$ cat src/logic/pin_logic_pkg.sv
// Shared constants, register map and carriers for the channel pin logic
package pin_logic_pkg;

	// Channel and FIFO geometry
	localparam int CHANNELS = 2;
	localparam int FIFO_DEPTH = 16;
	localparam int COUNT_W = 5;
	localparam int ADDR_W = 3;
	localparam int DATA_W = 8;

	// Register offsets on the three address lines
	localparam logic [2:0] ADDR_STATUS = 3'h0;
	localparam logic [2:0] ADDR_IER = 3'h1;
	localparam logic [2:0] ADDR_DMA = 3'h2;
	localparam logic [2:0] ADDR_AFR = 3'h3;
	localparam logic [2:0] ADDR_MCR = 3'h4;
	localparam logic [2:0] ADDR_EVENTS = 3'h5;

	// Field positions
	localparam int MCR_IRQ_EN_BIT = 3;
	localparam int AFR_SEL_LSB = 1;
	localparam int DMA_MODE_BIT = 0;
	localparam int DMA_TRIG_LSB = 1;
	localparam int EV_RX_READY = 0;
	localparam int EV_TX_READY = 1;
	localparam int EV_LINE = 2;
	localparam int EV_W = 3;
	localparam int ST_RX_AVAIL = 0;
	localparam int ST_TX_SPACE = 1;
	localparam int ST_RX_TRIG = 2;

	// Reset values
	localparam logic [7:0] IER_RESET = 8'h00;
	localparam logic [7:0] DMA_RESET = 8'h00;
	localparam logic [7:0] AFR_RESET = 8'h00;
	localparam logic [7:0] MCR_RESET = 8'h00;
	localparam logic [2:0] EVENTS_RESET = 3'h0;

	// Receive trigger levels selected by the two DMA trigger bits
	localparam logic [4:0] TRIG_LEVEL_0 = 5'h01;
	localparam logic [4:0] TRIG_LEVEL_1 = 5'h04;
	localparam logic [4:0] TRIG_LEVEL_2 = 5'h08;
	localparam logic [4:0] TRIG_LEVEL_3 = 5'h0E;

	// Default multi-function select codes; the fourth code is reserved
	localparam logic [1:0] MF_CODE_IRQ_EN = 2'h0;
	localparam logic [1:0] MF_CODE_BAUD = 2'h1;
	localparam logic [1:0] MF_CODE_RX_READY = 2'h2;

	// Pin inputs synchronised: strobes, selects, address, data
	localparam int SYNC_W = 4 + ADDR_W + DATA_W;
	localparam logic [14:0] SYNC_RESET = 15'h7800;

	// Live state of one channel from the core logic
	typedef struct packed {
		logic [COUNT_W-1:0] rx_count;
		logic [COUNT_W-1:0] tx_count;
		logic baud16;
		logic line_event;
	} chan_stat_s;

	// Configuration of one channel taken from its registers
	typedef struct packed {
		logic [1:0] mf_sel;
		logic irq_pin_en;
		logic dma_mode;
		logic [COUNT_W-1:0] rx_trigger;
	} chan_cfg_s;

	// Registered pin levels of one channel
	typedef struct packed {
		logic mf;
		logic rx_ready_n;
		logic tx_ready_n;
	} chan_pins_s;

endpackage

$ cat src/logic/chan_pins.sv
// Per-channel multi-function, receive-ready and transmit-ready pin logic
`timescale 1ns/100ps
module chan_pins #(
	parameter logic [1:0] CODE_IRQ_EN = pin_logic_pkg::MF_CODE_IRQ_EN,
	parameter logic [1:0] CODE_BAUD = pin_logic_pkg::MF_CODE_BAUD,
	parameter logic [1:0] CODE_RX_READY = pin_logic_pkg::MF_CODE_RX_READY,
	parameter int DEPTH = pin_logic_pkg::FIFO_DEPTH
) (
	// Clock and reset
	input wire logic clk,
	input wire logic reset,
	// Channel configuration and state
	input wire pin_logic_pkg::chan_cfg_s cfg,
	input wire pin_logic_pkg::chan_stat_s stat,
	// Registered pins and one-cycle ready events
	output pin_logic_pkg::chan_pins_s pins_q,
	output logic rx_ready_rise_q,
	output logic tx_ready_rise_q
);

	logic rx_ready;
	logic tx_ready;
	logic mf_d;

	// Data waiting; mode 0 needs one character
	// Mode 1 stays high below the trigger level
	always_comb begin
		if (cfg.dma_mode)
			rx_ready = (stat.rx_count >= cfg.rx_trigger) &&
				(stat.rx_count != '0);
		else
			rx_ready = (stat.rx_count != '0);
	end

	// Ready while one location is free
	assign tx_ready = (stat.tx_count < DEPTH[pin_logic_pkg::COUNT_W-1:0]);

	// Select what drives the pin; codes are parameters
	always_comb begin
		if (cfg.mf_sel == CODE_IRQ_EN)
			mf_d = !cfg.irq_pin_en;
		else if (cfg.mf_sel == CODE_BAUD)
			mf_d = stat.baud16;
		else if (cfg.mf_sel == CODE_RX_READY)
			mf_d = !rx_ready;
		else
			mf_d = 1'b1; // Reserved code idles high
	end

	// Pins registered; indicator high after reset
	always_ff @(posedge clk) begin
		if (reset) begin
			pins_q.mf <= 1'b1;
			pins_q.rx_ready_n <= 1'b1;
			pins_q.tx_ready_n <= 1'b1;
		end else begin
			pins_q.mf <= mf_d;
			pins_q.rx_ready_n <= !rx_ready;
			pins_q.tx_ready_n <= !tx_ready;
		end
	end

	// Pulse when a ready output becomes active
	always_ff @(posedge clk) begin
		if (reset) begin
			rx_ready_rise_q <= 1'b0;
			tx_ready_rise_q <= 1'b0;
		end else begin
			rx_ready_rise_q <= rx_ready && pins_q.rx_ready_n;
			tx_ready_rise_q <= tx_ready && pins_q.tx_ready_n;
		end
	end

endmodule

$ cat src/logic/uart_status_pins.sv
// Top of the dual-channel status pin logic with its strobe register port
//
// Function
// - Each channel has its own multi-function pin following only its state.
// - Two alternate-function bits choose what the multi-function pin drives.
// - Indicator is high while the interrupt pin enable bit is clear, low when it is set.
// - Indicator presents high after reset.
// - Baud selection drives the sixteen-times baud clock onto the pin.
// - Receive-ready goes low while received characters are waiting.
// - Receive-ready is high when empty or below trigger level.
// - Receive-ready also serves single-character transfers in DMA mode 0.
// - Each channel has an active-low transmit-ready output.
// - Transmit-ready low while a location is free, high when full.
// - Reset high returns all registers and outputs to reset state.
// - Serial transmitter and receiver are held disabled during reset.
// - Read strobe falling puts the addressed register on the data bus.
// - Write strobe falling copies the data bus into the addressed register.
// - Interrupt pin driven only with enable bit, INTERRUPT_ENABLE_REG enable and condition.
`timescale 1ns/100ps
module uart_status_pins #(
	parameter logic [1:0] CODE_IRQ_EN = pin_logic_pkg::MF_CODE_IRQ_EN,
	parameter logic [1:0] CODE_BAUD = pin_logic_pkg::MF_CODE_BAUD,
	parameter logic [1:0] CODE_RX_READY = pin_logic_pkg::MF_CODE_RX_READY,
	parameter int DEPTH = pin_logic_pkg::FIFO_DEPTH
) (
	// Clock and reset
	input wire logic clk,
	input wire logic reset,
	// Parallel bus pins from the CPU or DMA controller
	input wire logic read_strobe_n,
	input wire logic write_strobe_n,
	input wire logic chip_select_a_n,
	input wire logic chip_select_b_n,
	input wire logic [2:0] addr,
	input wire logic [7:0] data_in,
	output logic [7:0] data_out,
	output logic data_oe,
	// Channel state from the core logic
	input wire pin_logic_pkg::chan_stat_s stat_a,
	input wire pin_logic_pkg::chan_stat_s stat_b,
	// Channel A pins
	output logic multi_function_out_a,
	output logic receive_ready_a_n,
	output logic transmit_ready_a_n,
	output logic channel_a_interrupt,
	output logic channel_a_interrupt_oe,
	output logic serial_enable_a,
	// Channel B pins
	output logic multi_function_out_b,
	output logic receive_ready_b_n,
	output logic transmit_ready_b_n,
	output logic channel_b_interrupt,
	output logic channel_b_interrupt_oe,
	output logic serial_enable_b
);

	// Channel count and width of the synchronised pin bundle
	localparam int NCH = pin_logic_pkg::CHANNELS;
	localparam int SW = pin_logic_pkg::SYNC_W;

	// Trigger code to level, used by every channel
	function automatic logic [4:0] trigger_level(input logic [1:0] code);
		case (code)
			2'h0: trigger_level = pin_logic_pkg::TRIG_LEVEL_0;
			2'h1: trigger_level = pin_logic_pkg::TRIG_LEVEL_1;
			2'h2: trigger_level = pin_logic_pkg::TRIG_LEVEL_2;
			default: trigger_level = pin_logic_pkg::TRIG_LEVEL_3;
		endcase
	endfunction

	logic [SW-1:0] pin_raw;
	logic [SW-1:0] sync1_q;
	logic [SW-1:0] sync2_q;
	logic rd_n_s;
	logic wr_n_s;
	logic rd_n_prev_q;
	logic wr_n_prev_q;
	logic rd_fall;
	logic wr_fall;
	logic [NCH-1:0] sel_s;
	logic [2:0] addr_s;
	logic [7:0] wdata_s;

	logic [7:0] ier_q [NCH];
	logic [7:0] dma_q [NCH];
	logic [7:0] afr_q [NCH];
	logic [7:0] mcr_q [NCH];
	logic [2:0] events_q [NCH];
	logic [2:0] events_d [NCH];
	logic [NCH-1:0] irq_q;
	logic [NCH-1:0] irq_oe_q;
	logic [NCH-1:0] serial_en_q;
	logic [NCH-1:0] rd_ch;

	pin_logic_pkg::chan_stat_s stat [NCH];
	pin_logic_pkg::chan_cfg_s cfg [NCH];
	pin_logic_pkg::chan_pins_s pins [NCH];
	logic [NCH-1:0] rx_rise;
	logic [NCH-1:0] tx_rise;
	logic [7:0] rdata;
	logic [7:0] data_out_q;
	logic data_oe_q;

	assign stat[0] = stat_a;
	assign stat[1] = stat_b;

	// Bus pins arrive from outside the clock domain
	assign pin_raw = {read_strobe_n, write_strobe_n, chip_select_b_n,
		chip_select_a_n, addr, data_in};

	// Two-stage synchroniser on every bus pin
	// Reset level idles strobes and selects, so no false edge on release
	genvar gs;
	generate
		for (gs = 0; gs < SW; gs++) begin : g_sync
			always_ff @(posedge clk) begin
				if (reset) begin
					sync1_q[gs] <= pin_logic_pkg::SYNC_RESET[gs];
					sync2_q[gs] <= pin_logic_pkg::SYNC_RESET[gs];
				end else begin
					sync1_q[gs] <= pin_raw[gs];
					sync2_q[gs] <= sync1_q[gs];
				end
			end
		end
	endgenerate

	assign rd_n_s = sync2_q[SW-1];
	assign wr_n_s = sync2_q[SW-2];
	assign sel_s = ~sync2_q[SW-3:SW-4];
	assign addr_s = sync2_q[10:8];
	assign wdata_s = sync2_q[7:0];

	// Previous strobe levels for falling-edge detection
	// Only the second stage is read; the first may still be settling
	always_ff @(posedge clk) begin
		if (reset) begin
			rd_n_prev_q <= 1'b1;
			wr_n_prev_q <= 1'b1;
		end else begin
			rd_n_prev_q <= rd_n_s;
			wr_n_prev_q <= wr_n_s;
		end
	end

	assign rd_fall = rd_n_prev_q && !rd_n_s;
	assign wr_fall = wr_n_prev_q && !wr_n_s;

	// Channel A wins a read when both selects are low
	// One byte fits on the bus, so a read needs a single winner
	assign rd_ch = sel_s[0] ? 2'b01 : {sel_s[1], 1'b0};

	genvar gc;
	generate
		for (gc = 0; gc < NCH; gc++) begin : g_ch
			// Write strobe falling loads the addressed register
			// Both channels may be written at once when both selected
			always_ff @(posedge clk) begin
				if (reset) begin
					ier_q[gc] <= pin_logic_pkg::IER_RESET;
					dma_q[gc] <= pin_logic_pkg::DMA_RESET;
					afr_q[gc] <= pin_logic_pkg::AFR_RESET;
					mcr_q[gc] <= pin_logic_pkg::MCR_RESET;
				end else if (wr_fall && sel_s[gc]) begin
					case (addr_s)
						pin_logic_pkg::ADDR_IER: ier_q[gc] <= wdata_s;
						pin_logic_pkg::ADDR_DMA: dma_q[gc] <= wdata_s;
						pin_logic_pkg::ADDR_AFR: afr_q[gc] <= wdata_s;
						pin_logic_pkg::ADDR_MCR: mcr_q[gc] <= wdata_s;
						default: ;
					endcase
				end
			end

			// Configuration taken only from this channel
			assign cfg[gc].mf_sel =
				afr_q[gc][pin_logic_pkg::AFR_SEL_LSB +: 2];
			assign cfg[gc].irq_pin_en =
				mcr_q[gc][pin_logic_pkg::MCR_IRQ_EN_BIT];
			assign cfg[gc].dma_mode =
				dma_q[gc][pin_logic_pkg::DMA_MODE_BIT];
			assign cfg[gc].rx_trigger =
				trigger_level(dma_q[gc][pin_logic_pkg::DMA_TRIG_LSB +: 2]);

			chan_pins #(
				.CODE_IRQ_EN(CODE_IRQ_EN),
				.CODE_BAUD(CODE_BAUD),
				.CODE_RX_READY(CODE_RX_READY),
				.DEPTH(DEPTH)
			) u_pins (
				.clk(clk),
				.reset(reset),
				.cfg(cfg[gc]),
				.stat(stat[gc]),
				.pins_q(pins[gc]),
				.rx_ready_rise_q(rx_rise[gc]),
				.tx_ready_rise_q(tx_rise[gc])
			);

			// Sticky events; a set in the clearing cycle survives
			// Masked events still stick, so unmasking later raises the pin
			always_comb begin
				events_d[gc] = events_q[gc];
				if (rd_fall && rd_ch[gc] &&
					addr_s == pin_logic_pkg::ADDR_EVENTS)
					events_d[gc] = '0;
				if (rx_rise[gc])
					events_d[gc][pin_logic_pkg::EV_RX_READY] = 1'b1;
				if (tx_rise[gc])
					events_d[gc][pin_logic_pkg::EV_TX_READY] = 1'b1;
				if (stat[gc].line_event)
					events_d[gc][pin_logic_pkg::EV_LINE] = 1'b1;
			end

			// Sticky event register of this channel
			always_ff @(posedge clk) begin
				if (reset)
					events_q[gc] <= pin_logic_pkg::EVENTS_RESET;
				else
					events_q[gc] <= events_d[gc];
			end

			// Driven only with enable bit, INTERRUPT_ENABLE_REG and a condition
			// The level stays high while an unmasked event is set
			// Level is reported even while the pin itself is tri-stated
			always_ff @(posedge clk) begin
				if (reset) begin
					irq_q[gc] <= 1'b0;
					irq_oe_q[gc] <= 1'b0;
				end else begin
					irq_q[gc] <= |(events_q[gc] & ier_q[gc][2:0]);
					irq_oe_q[gc] <= cfg[gc].irq_pin_en &&
						(|(events_q[gc] & ier_q[gc][2:0]));
				end
			end

			// Serial transmitter and receiver off in reset
			// Core logic gates its serial pins with this enable
			always_ff @(posedge clk) begin
				if (reset)
					serial_en_q[gc] <= 1'b0;
				else
					serial_en_q[gc] <= 1'b1;
			end
		end
	endgenerate

	// Register read mux for the selected channel
	// Reserved offsets read back as zero
	always_comb begin
		int ch;
		ch = rd_ch[1] ? 1 : 0;
		rdata = 8'h00;
		case (addr_s)
			pin_logic_pkg::ADDR_STATUS: begin
				rdata[pin_logic_pkg::ST_RX_AVAIL] = !pins[ch].rx_ready_n;
				rdata[pin_logic_pkg::ST_TX_SPACE] = !pins[ch].tx_ready_n;
				rdata[pin_logic_pkg::ST_RX_TRIG] =
					stat[ch].rx_count >= cfg[ch].rx_trigger;
			end
			pin_logic_pkg::ADDR_IER: rdata = ier_q[ch];
			pin_logic_pkg::ADDR_DMA: rdata = dma_q[ch];
			pin_logic_pkg::ADDR_AFR: rdata = afr_q[ch];
			pin_logic_pkg::ADDR_MCR: rdata = mcr_q[ch];
			pin_logic_pkg::ADDR_EVENTS: rdata = {5'h00, events_q[ch]};
			default: rdata = 8'h00;
		endcase
	end

	// Read strobe falling latches the addressed register
	// Bus is driven until the strobe returns high
	// Captured value holds after release for a slow host
	always_ff @(posedge clk) begin
		if (reset) begin
			data_out_q <= 8'h00;
			data_oe_q <= 1'b0;
		end else if (rd_fall && (|rd_ch)) begin
			data_out_q <= rdata;
			data_oe_q <= 1'b1;
		end else if (rd_n_s) begin
			data_oe_q <= 1'b0;
		end
	end

	// Outputs, each straight from a flip-flop
	assign data_out = data_out_q;
	assign data_oe = data_oe_q;
	assign multi_function_out_a = pins[0].mf;
	assign receive_ready_a_n = pins[0].rx_ready_n;
	assign transmit_ready_a_n = pins[0].tx_ready_n;
	assign channel_a_interrupt = irq_q[0];
	assign channel_a_interrupt_oe = irq_oe_q[0];
	assign serial_enable_a = serial_en_q[0];
	assign multi_function_out_b = pins[1].mf;
	assign receive_ready_b_n = pins[1].rx_ready_n;
	assign transmit_ready_b_n = pins[1].tx_ready_n;
	assign channel_b_interrupt = irq_q[1];
	assign channel_b_interrupt_oe = irq_oe_q[1];
	assign serial_enable_b = serial_en_q[1];

endmodule

$ cat config.mk
export PLATFORM = sky130hd
export DESIGN_NAME = uart_status_pins
export DESIGN_NICKNAME = d
export VERILOG_FILES = /design/src/logic/pin_logic_pkg.sv /design/src/logic/chan_pins.sv /design/src/logic/uart_status_pins.sv
export SDC_FILE = /design/constraint.sdc
export NUM_CORES = 1
export LEC_CHECK = 0
export BUFFER_PORTS_ARGS = -buffer_cell sky130_fd_sc_hd__buf_2
export CORE_UTILIZATION = 58
export DETAILED_ROUTE_END_ITERATION = 10
export PLACE_DENSITY = 0.81
export SLEW_MARGIN = 20
export SYNTH_ARGS = -nofsm -noshare
export SYNTH_HDL_FRONTEND = slang
export SYNTH_SLANG_ARGS = --single-unit
$ cat constraint.sdc
create_clock -name clk -period 2.42 [get_ports clk]
set_input_delay 0 -clock clk [delete_from_list [all_inputs] [get_ports clk]]
set_output_delay 0 -clock clk [all_outputs]
set_load 0.01 [all_outputs]
Word-level counts from Yosys, hierarchy flattened
Memories as Yosys holds them, arrays and structs flattened.
Cells that the tools add are included.
Widths: inputs -> output; s select.

cells by class
  muxes and demuxes = 74
  order comparisons = 6
  reduce and logical (&&, ||, !) cells = 38
  bitwise logic cells = 14
  equality and inequality tests = 13

operators with widths
  kind                 number
  $mux 8               8
  $mux 1               48
  $mux 12              3
  $ge 32x2->1 const B  1
  $not 1->32           1
  $pmux 4 s3           2
  $pmux 5 s4           1
  $pmux 3 s6           1
  $logic_and 1x1->1    17
  $mux 3               4
  $ge 5x4->1           2
  $logic_not 1->1      10
  $lt 5x5->1 const B   2
  $mux 5               2
  $or 1x1->1           10
  $reduce_bool 5->1    2
  $eq 2x1->1 const B   4
  $eq 2x2->1 const B   4
  $logic_not 2->1      4
  $mux 2               4
  $and 3x3->3          2
  $eq 3x2->1 const B   2
  $eq 3x3->1 const B   2
  $reduce_or 3->1      2
  other kinds (7)      7

storage, ports and cells
  register bits after elaboration = 56
  output and inout port bits = 21
  logic and storage cells = 199
  bits in writable memories = 70
  input port bits = 41
  memories kept = 5

memories
  name      depth  bits a word  read ports  clocked after Yosys merged registers in  wr ports  line                    RTL
  afr_q     2      8            3           0                                        2         uart_status_pins.sv:86  logic [7:0] afr_q [NCH];
  dma_q     2      8            3           0                                        2         uart_status_pins.sv:85  logic [7:0] dma_q [NCH];
  ier_q     2      8            3           0                                        2         uart_status_pins.sv:84  logic [7:0] ier_q [NCH];
  mcr_q     2      8            3           0                                        2         uart_status_pins.sv:87  logic [7:0] mcr_q [NCH];
  events_q  2      3            3           0                                        2         uart_status_pins.sv:88  logic [2:0] events_q [NCH];

Longest topological paths before layout
An unclocked memory read counts as a cell.

  depth in word-level cells = 10
  depth in mapped cells = 11
  mapped depth without buffers = 9

Cells and area by module
A second synthesis with hierarchy kept.

second synthesis, totals
  cells, all modules = 492
  area total of the unflattened synthesis = 5451.5 um^2

by module, submodules not included
  module            cells an instance  times used  area each (um^2)
  uart_status_pins  420                1           4825.9
  chan_pins         36                 2           312.8

Worst setup path after synthesis
Ideal clock, no wire load.

  path kind = flip-flop to flip-flop
  start point = reg sync2_q[12]
  end point = reg data_out_q[2], in the netlist data_out[2]
  period minus slack after synthesis = 2.018 ns
  buffers on the path = 1
  setup time = 0.086 ns
  setup slack = 0.402 ns
  stages on the path, launching flop included = 10
  arrival time = 1.932 ns
  path through = dfxtp_1 > nand2b_1 > buf_2 > mux2_2 > ha_1 > nand2b_1 > nand3_1 > a21boi_0 > o21ai_0 > a211oi_1

on the way
  word-level cells in the longest chain between the ends = 9
  elaborated cells between the ends (all ways) = 19
  those cells by class = order compare (1); mux (9); bitwise (2); reduce/logical (2); memory (5)

RTL lines
  item                                                                   line                     RTL
  start: declaration                                                     uart_status_pins.sv:73   logic [SW-1:0] sync2_q;
  start signal: indexed assignment                                       uart_status_pins.sv:119  sync2_q[gs] <= pin_logic_pkg::SYNC_RESET[gs];
  start signal: indexed assignment                                       uart_status_pins.sv:122  sync2_q[gs] <= sync1_q[gs];
  $not 2->2 *                                                            uart_status_pins.sv:130  assign sel_s = ~sync2_q[SW-3:SW-4];
  $mux 2 *                                                               uart_status_pins.sv:151  assign rd_ch = sel_s[0] ? 2'b01 : {sel_s[1], 1'b0};
  $mux 1                                                                 uart_status_pins.sv:252  ch = rd_ch[1] ? 1 : 0;
  $not 1->32 (implied by the code)                                       uart_status_pins.sv:259  stat[ch].rx_count >= cfg[ch].rx_trigger;
  $mux 12 (implied by the code) or $mux 4 (tied branches)                uart_status_pins.sv:259
  $mux 12 (implied by the code) or $mux 5 (tied branches) (2 in series)  uart_status_pins.sv:259
  $ge 5x5->1                                                             uart_status_pins.sv:259
  $pmux 3 s6                                                             uart_status_pins.sv:254  case (addr_s)
  end signal: assignment                                                 uart_status_pins.sv:278  data_out_q <= rdata;
  end: declaration                                                       uart_status_pins.sv:101  logic [7:0] data_out_q;

Every way passes the cells marked *; elsewhere a longest branch is shown, timed or not. The select of a mux whose other input is x is not followed.
A chain may end at the register's enable or synchronous reset.

==> out/qor.yml <==
status: "finished, violations left"
violations: "DRC"
vias_per_cell: 5.87
critPathMaxFanout: 4
place_ws_ns: 0.357
fin_nets: 630
hold_ws_ns: 0.0675
synth_area_per_cell_sq_um: 11.1
rsz0062_at_grt: "no"
fin_util_pct: 75.1
synth_compound_area_share_pct: 9.50
crit_slowest_cell: "dlygate4sd3_1"
synth-adder-area-share_pct: 2.82
power_density_mw_per_mm2: 768
rows: 34
io_buffers: 53
worstMarginPinSlew_ns: 0.644
syn-cell-area_sq_mm: 0.00532
hold_path_class: "primary input to flip-flop"
cts_buffers: 17
area_growth_pct: 24.2
critical_path_depth: 7
dieArea_sq_mm: 0.00956
fin_crit_sh_pct: 93.1
fmax_mhz: 444
grt_max_degree: 38
fp.dieH_microns: 97.8
hold_viol: 0
dr.pass1.iters: 8
io_pins: 62
cts_tree: "yes"
final-setup-viol-count: 0
diodes: 0
critPathCaptureType: "flip-flop"
grt_first_pass_wirelength_mm: 20.3
endpoint: "g_ch[0].u_pins.pins_q[1]"
synth_fp_nets: 531
path_delay_family: "buffers and inverters"
die_w_microns: 97.8
path_buf_inv: 1
layout_common_cells: "66 x and2_1, 64 x edfxtp_1, 61 x dfxtp_1"
synth_xor_area_share_pct: 0
synth_top_family_by_area: "simple AND/OR/NAND/NOR gates"
drt_iter0_markers: 564
total_power_uw: 5080
cap_violations: 0
cp-start-kind: "flip-flop"
synth-simple-area-share_pct: 21.6
reg2regPathDepth: 7
cts.clk_slew.worst_paths_ns: 0.06
crit_chain: "nor2_1, ha_1, nand2b_1, a211oi_1, o211ai_1, o211ai_1, dlygate4sd3_1"
grt_overflow: 0
drt_wl_total_mm: 12.8
fin_skew_ns: 0.00847
finalCriticalPeriod_ns: 2.25
async_reset_ff_share_pct: 0
worst_slack_ns: 0.166
final_common_cell: "and2_1"
track_usage_pct: 28.5
critPathKind: "flip-flop to flip-flop"
final-max-slew-violation-count: 0
drc: 10
routed-via-count: 4096
start_util_pct: 60.4
hold_path_depth: 5
critPathMaxStageDelay_ns: 0.65
htreeDepth: 4
synth_mux_area_share_pct: 4.07
crit_arrival_ns: 2.70
synthFlopType: "edfxtp_1"
postSynthCellCount: 478
cts_max_path_buffers: 2
ys_ff_latch: 126
insertion_delay_ns: 0.52
num-fill-cells: 542
crit_top_cell: "o211ai_1"
finalWeightedCongestion: 0.931
hpwlAfterDp_mm: 8.52
grt_antenna_before_repair: 0
wl_per_cell_microns: 18.4
synth_enable_flop_cells: 64
slew_headroom_pct: 57.0
grt_pass1_vias: 4144
rr_endpoint: "g_ch[0].u_pins.pins_q[1]"
rrSetupSlack_ns: 0.17
cts-root-buf: "clkbuf_8"
ys_types: 43
rr_startpoint: "dma_q[0][2]"
layout-drive-gt1-share_pct: 21.2
clock_sinks: 126
cp.required_ns: 2.87
seq_area_frac_synth_pct: 59.4
fin_tns_setup_ns: 0
antenna_left: 0
ir_drop_uv: 635
core_sq_mm: 0.00881
critPathLaunch: "dma_q[0][2]"
yosys_warnings: 0
leakage_uw: 0.00269
[where the power goes]
part	total, uW	switching [uW]	internal [uW]
clock network	2350	974	1370
registers	2390	61.8	2330
logic	337	178	160
[synth_stat cells, types with 2 or more instances]
cell | number | share of area [%]
a211oi_1 | 4 | 0.56
a21boi_0 | 2 | 0.28
a21oi_1 | 20 | 1.9
a221oi_1 | 4 | 0.66
a222oi_1 | 2 | 0.38
a22oi_1 | 12 | 1.7
and2_1 | 66 | 7.8
and3b_1 | 2 | 0.33
buf_2 | 8 | 0.75
clkbuf_1 | 10 | 0.71
dfxtp_1 | 62 | 23
edfxtp_1 | 64 | 36
ha_1 | 12 | 2.8
inv_1 | 11 | 0.78
mux2_2 | 9 | 1.9
mux2i_1 | 7 | 1.3
mux4_2 | 2 | 0.85
nand2_1 | 46 | 3.2
nand2b_1 | 8 | 0.94
nand3_1 | 6 | 0.56
nor2_1 | 35 | 2.5
nor2b_1 | 28 | 3.3
nor3_1 | 5 | 0.47
nor3b_1 | 2 | 0.28
o211ai_1 | 5 | 0.71
o21ai_0 | 13 | 1.2
o22ai_1 | 5 | 0.59
o32a_1 | 2 | 0.38
or2_2 | 12 | 1.4
[metal layers]
| layer | global-route usage (%) | part of all wire (%) |
|---|---|---|
| met4 | 14.1 | 3.5 |
| met3 | 8.16 | 10 |
| met2 | 46.2 | 48 |
| met1 | 35.2 | 38 |
| met5 | 0 | 0 |
[what timing repair did]
item / 4_1_cts / 5_1_grt
resized for setup: 0 / 1
setup buffers: 0 / 1
hold buffers: 31 / 0
endpoints found under the hold margin: 35 / 0
setup endpoints to repair: 0 / 2
[flip-flops by register name (all words and copies together) (netlist names), 2 cells and up]
register                     cells
g_ch.u_pins.rx_ready_rise_q      2
ier_q                           16
afr_q                           16
events_q                         6
g_ch.u_pins.tx_ready_rise_q      2
mcr_q                           16
sync1_q                         15
sync2_q                         10
dma_q                           16
data_out                         8
addr_s                           3
g_ch.u_pins.pins_q               6
[worst register-to-register path, stage by stage, from the launching register on]
cell and delay (ns):
edfxtp_1 0.42, nor2_1 0.18, ha_1 0.25, nand2b_1 0.13
a211oi_1 0.26, o211ai_1 0.13, o211ai_1 0.17, dlygate4sd3_1 0.65
[cells by family (layout without fill, tap and decap cells)]
logic type                 after synthesis  in the layout
buffers and inverters                   31            143
adders and majority gates               12             12
AOI/OAI and AO/OA                       76             76
and+or+nand+nor                        215            215
DFF                                    126            126
muxes                                   18             18
[how the worst min path moves through the flow]
stage	from	to	slack (ns)
6_report	stat_b[10]	g_ch[1].u_pins.rx_ready_rise_q	0.07
5_1_grt	stat_b[10]	g_ch[1].u_pins.rx_ready_rise_q	0.06
4_1_cts	stat_a[7]	g_ch[0].u_pins.rx_ready_rise_q	0.03
3_5_place_dp	chip_select_b_n	sync1_q[12]	0.18
3_3_place_gp	chip_select_a_n	sync1_q[11]	0.18
2_1_floorplan	chip_select_a_n	sync1_q[11]	0.10
[stage by stage]
stage	instance area, sq um	std cells
final	6610	698
after CTS	6600	697
after global routing	6610	698
after floorplan	5320	478
after detailed placement	5740	634
after global placement	5740	634
[final cells by class]
type                       count  area [sq um]  share of cell area [%]
clock inverter                15           139                    2.10
tap                          108           135                    2.04
clock buffer                  17           414                    6.27
multi-input combinational    321          2020                    30.6
sequential                   126          3160                    47.9
timing repair buffer         100           696                    10.5
inverter                      11          41.3                   0.625
Power figures use the tool's default switching activity.
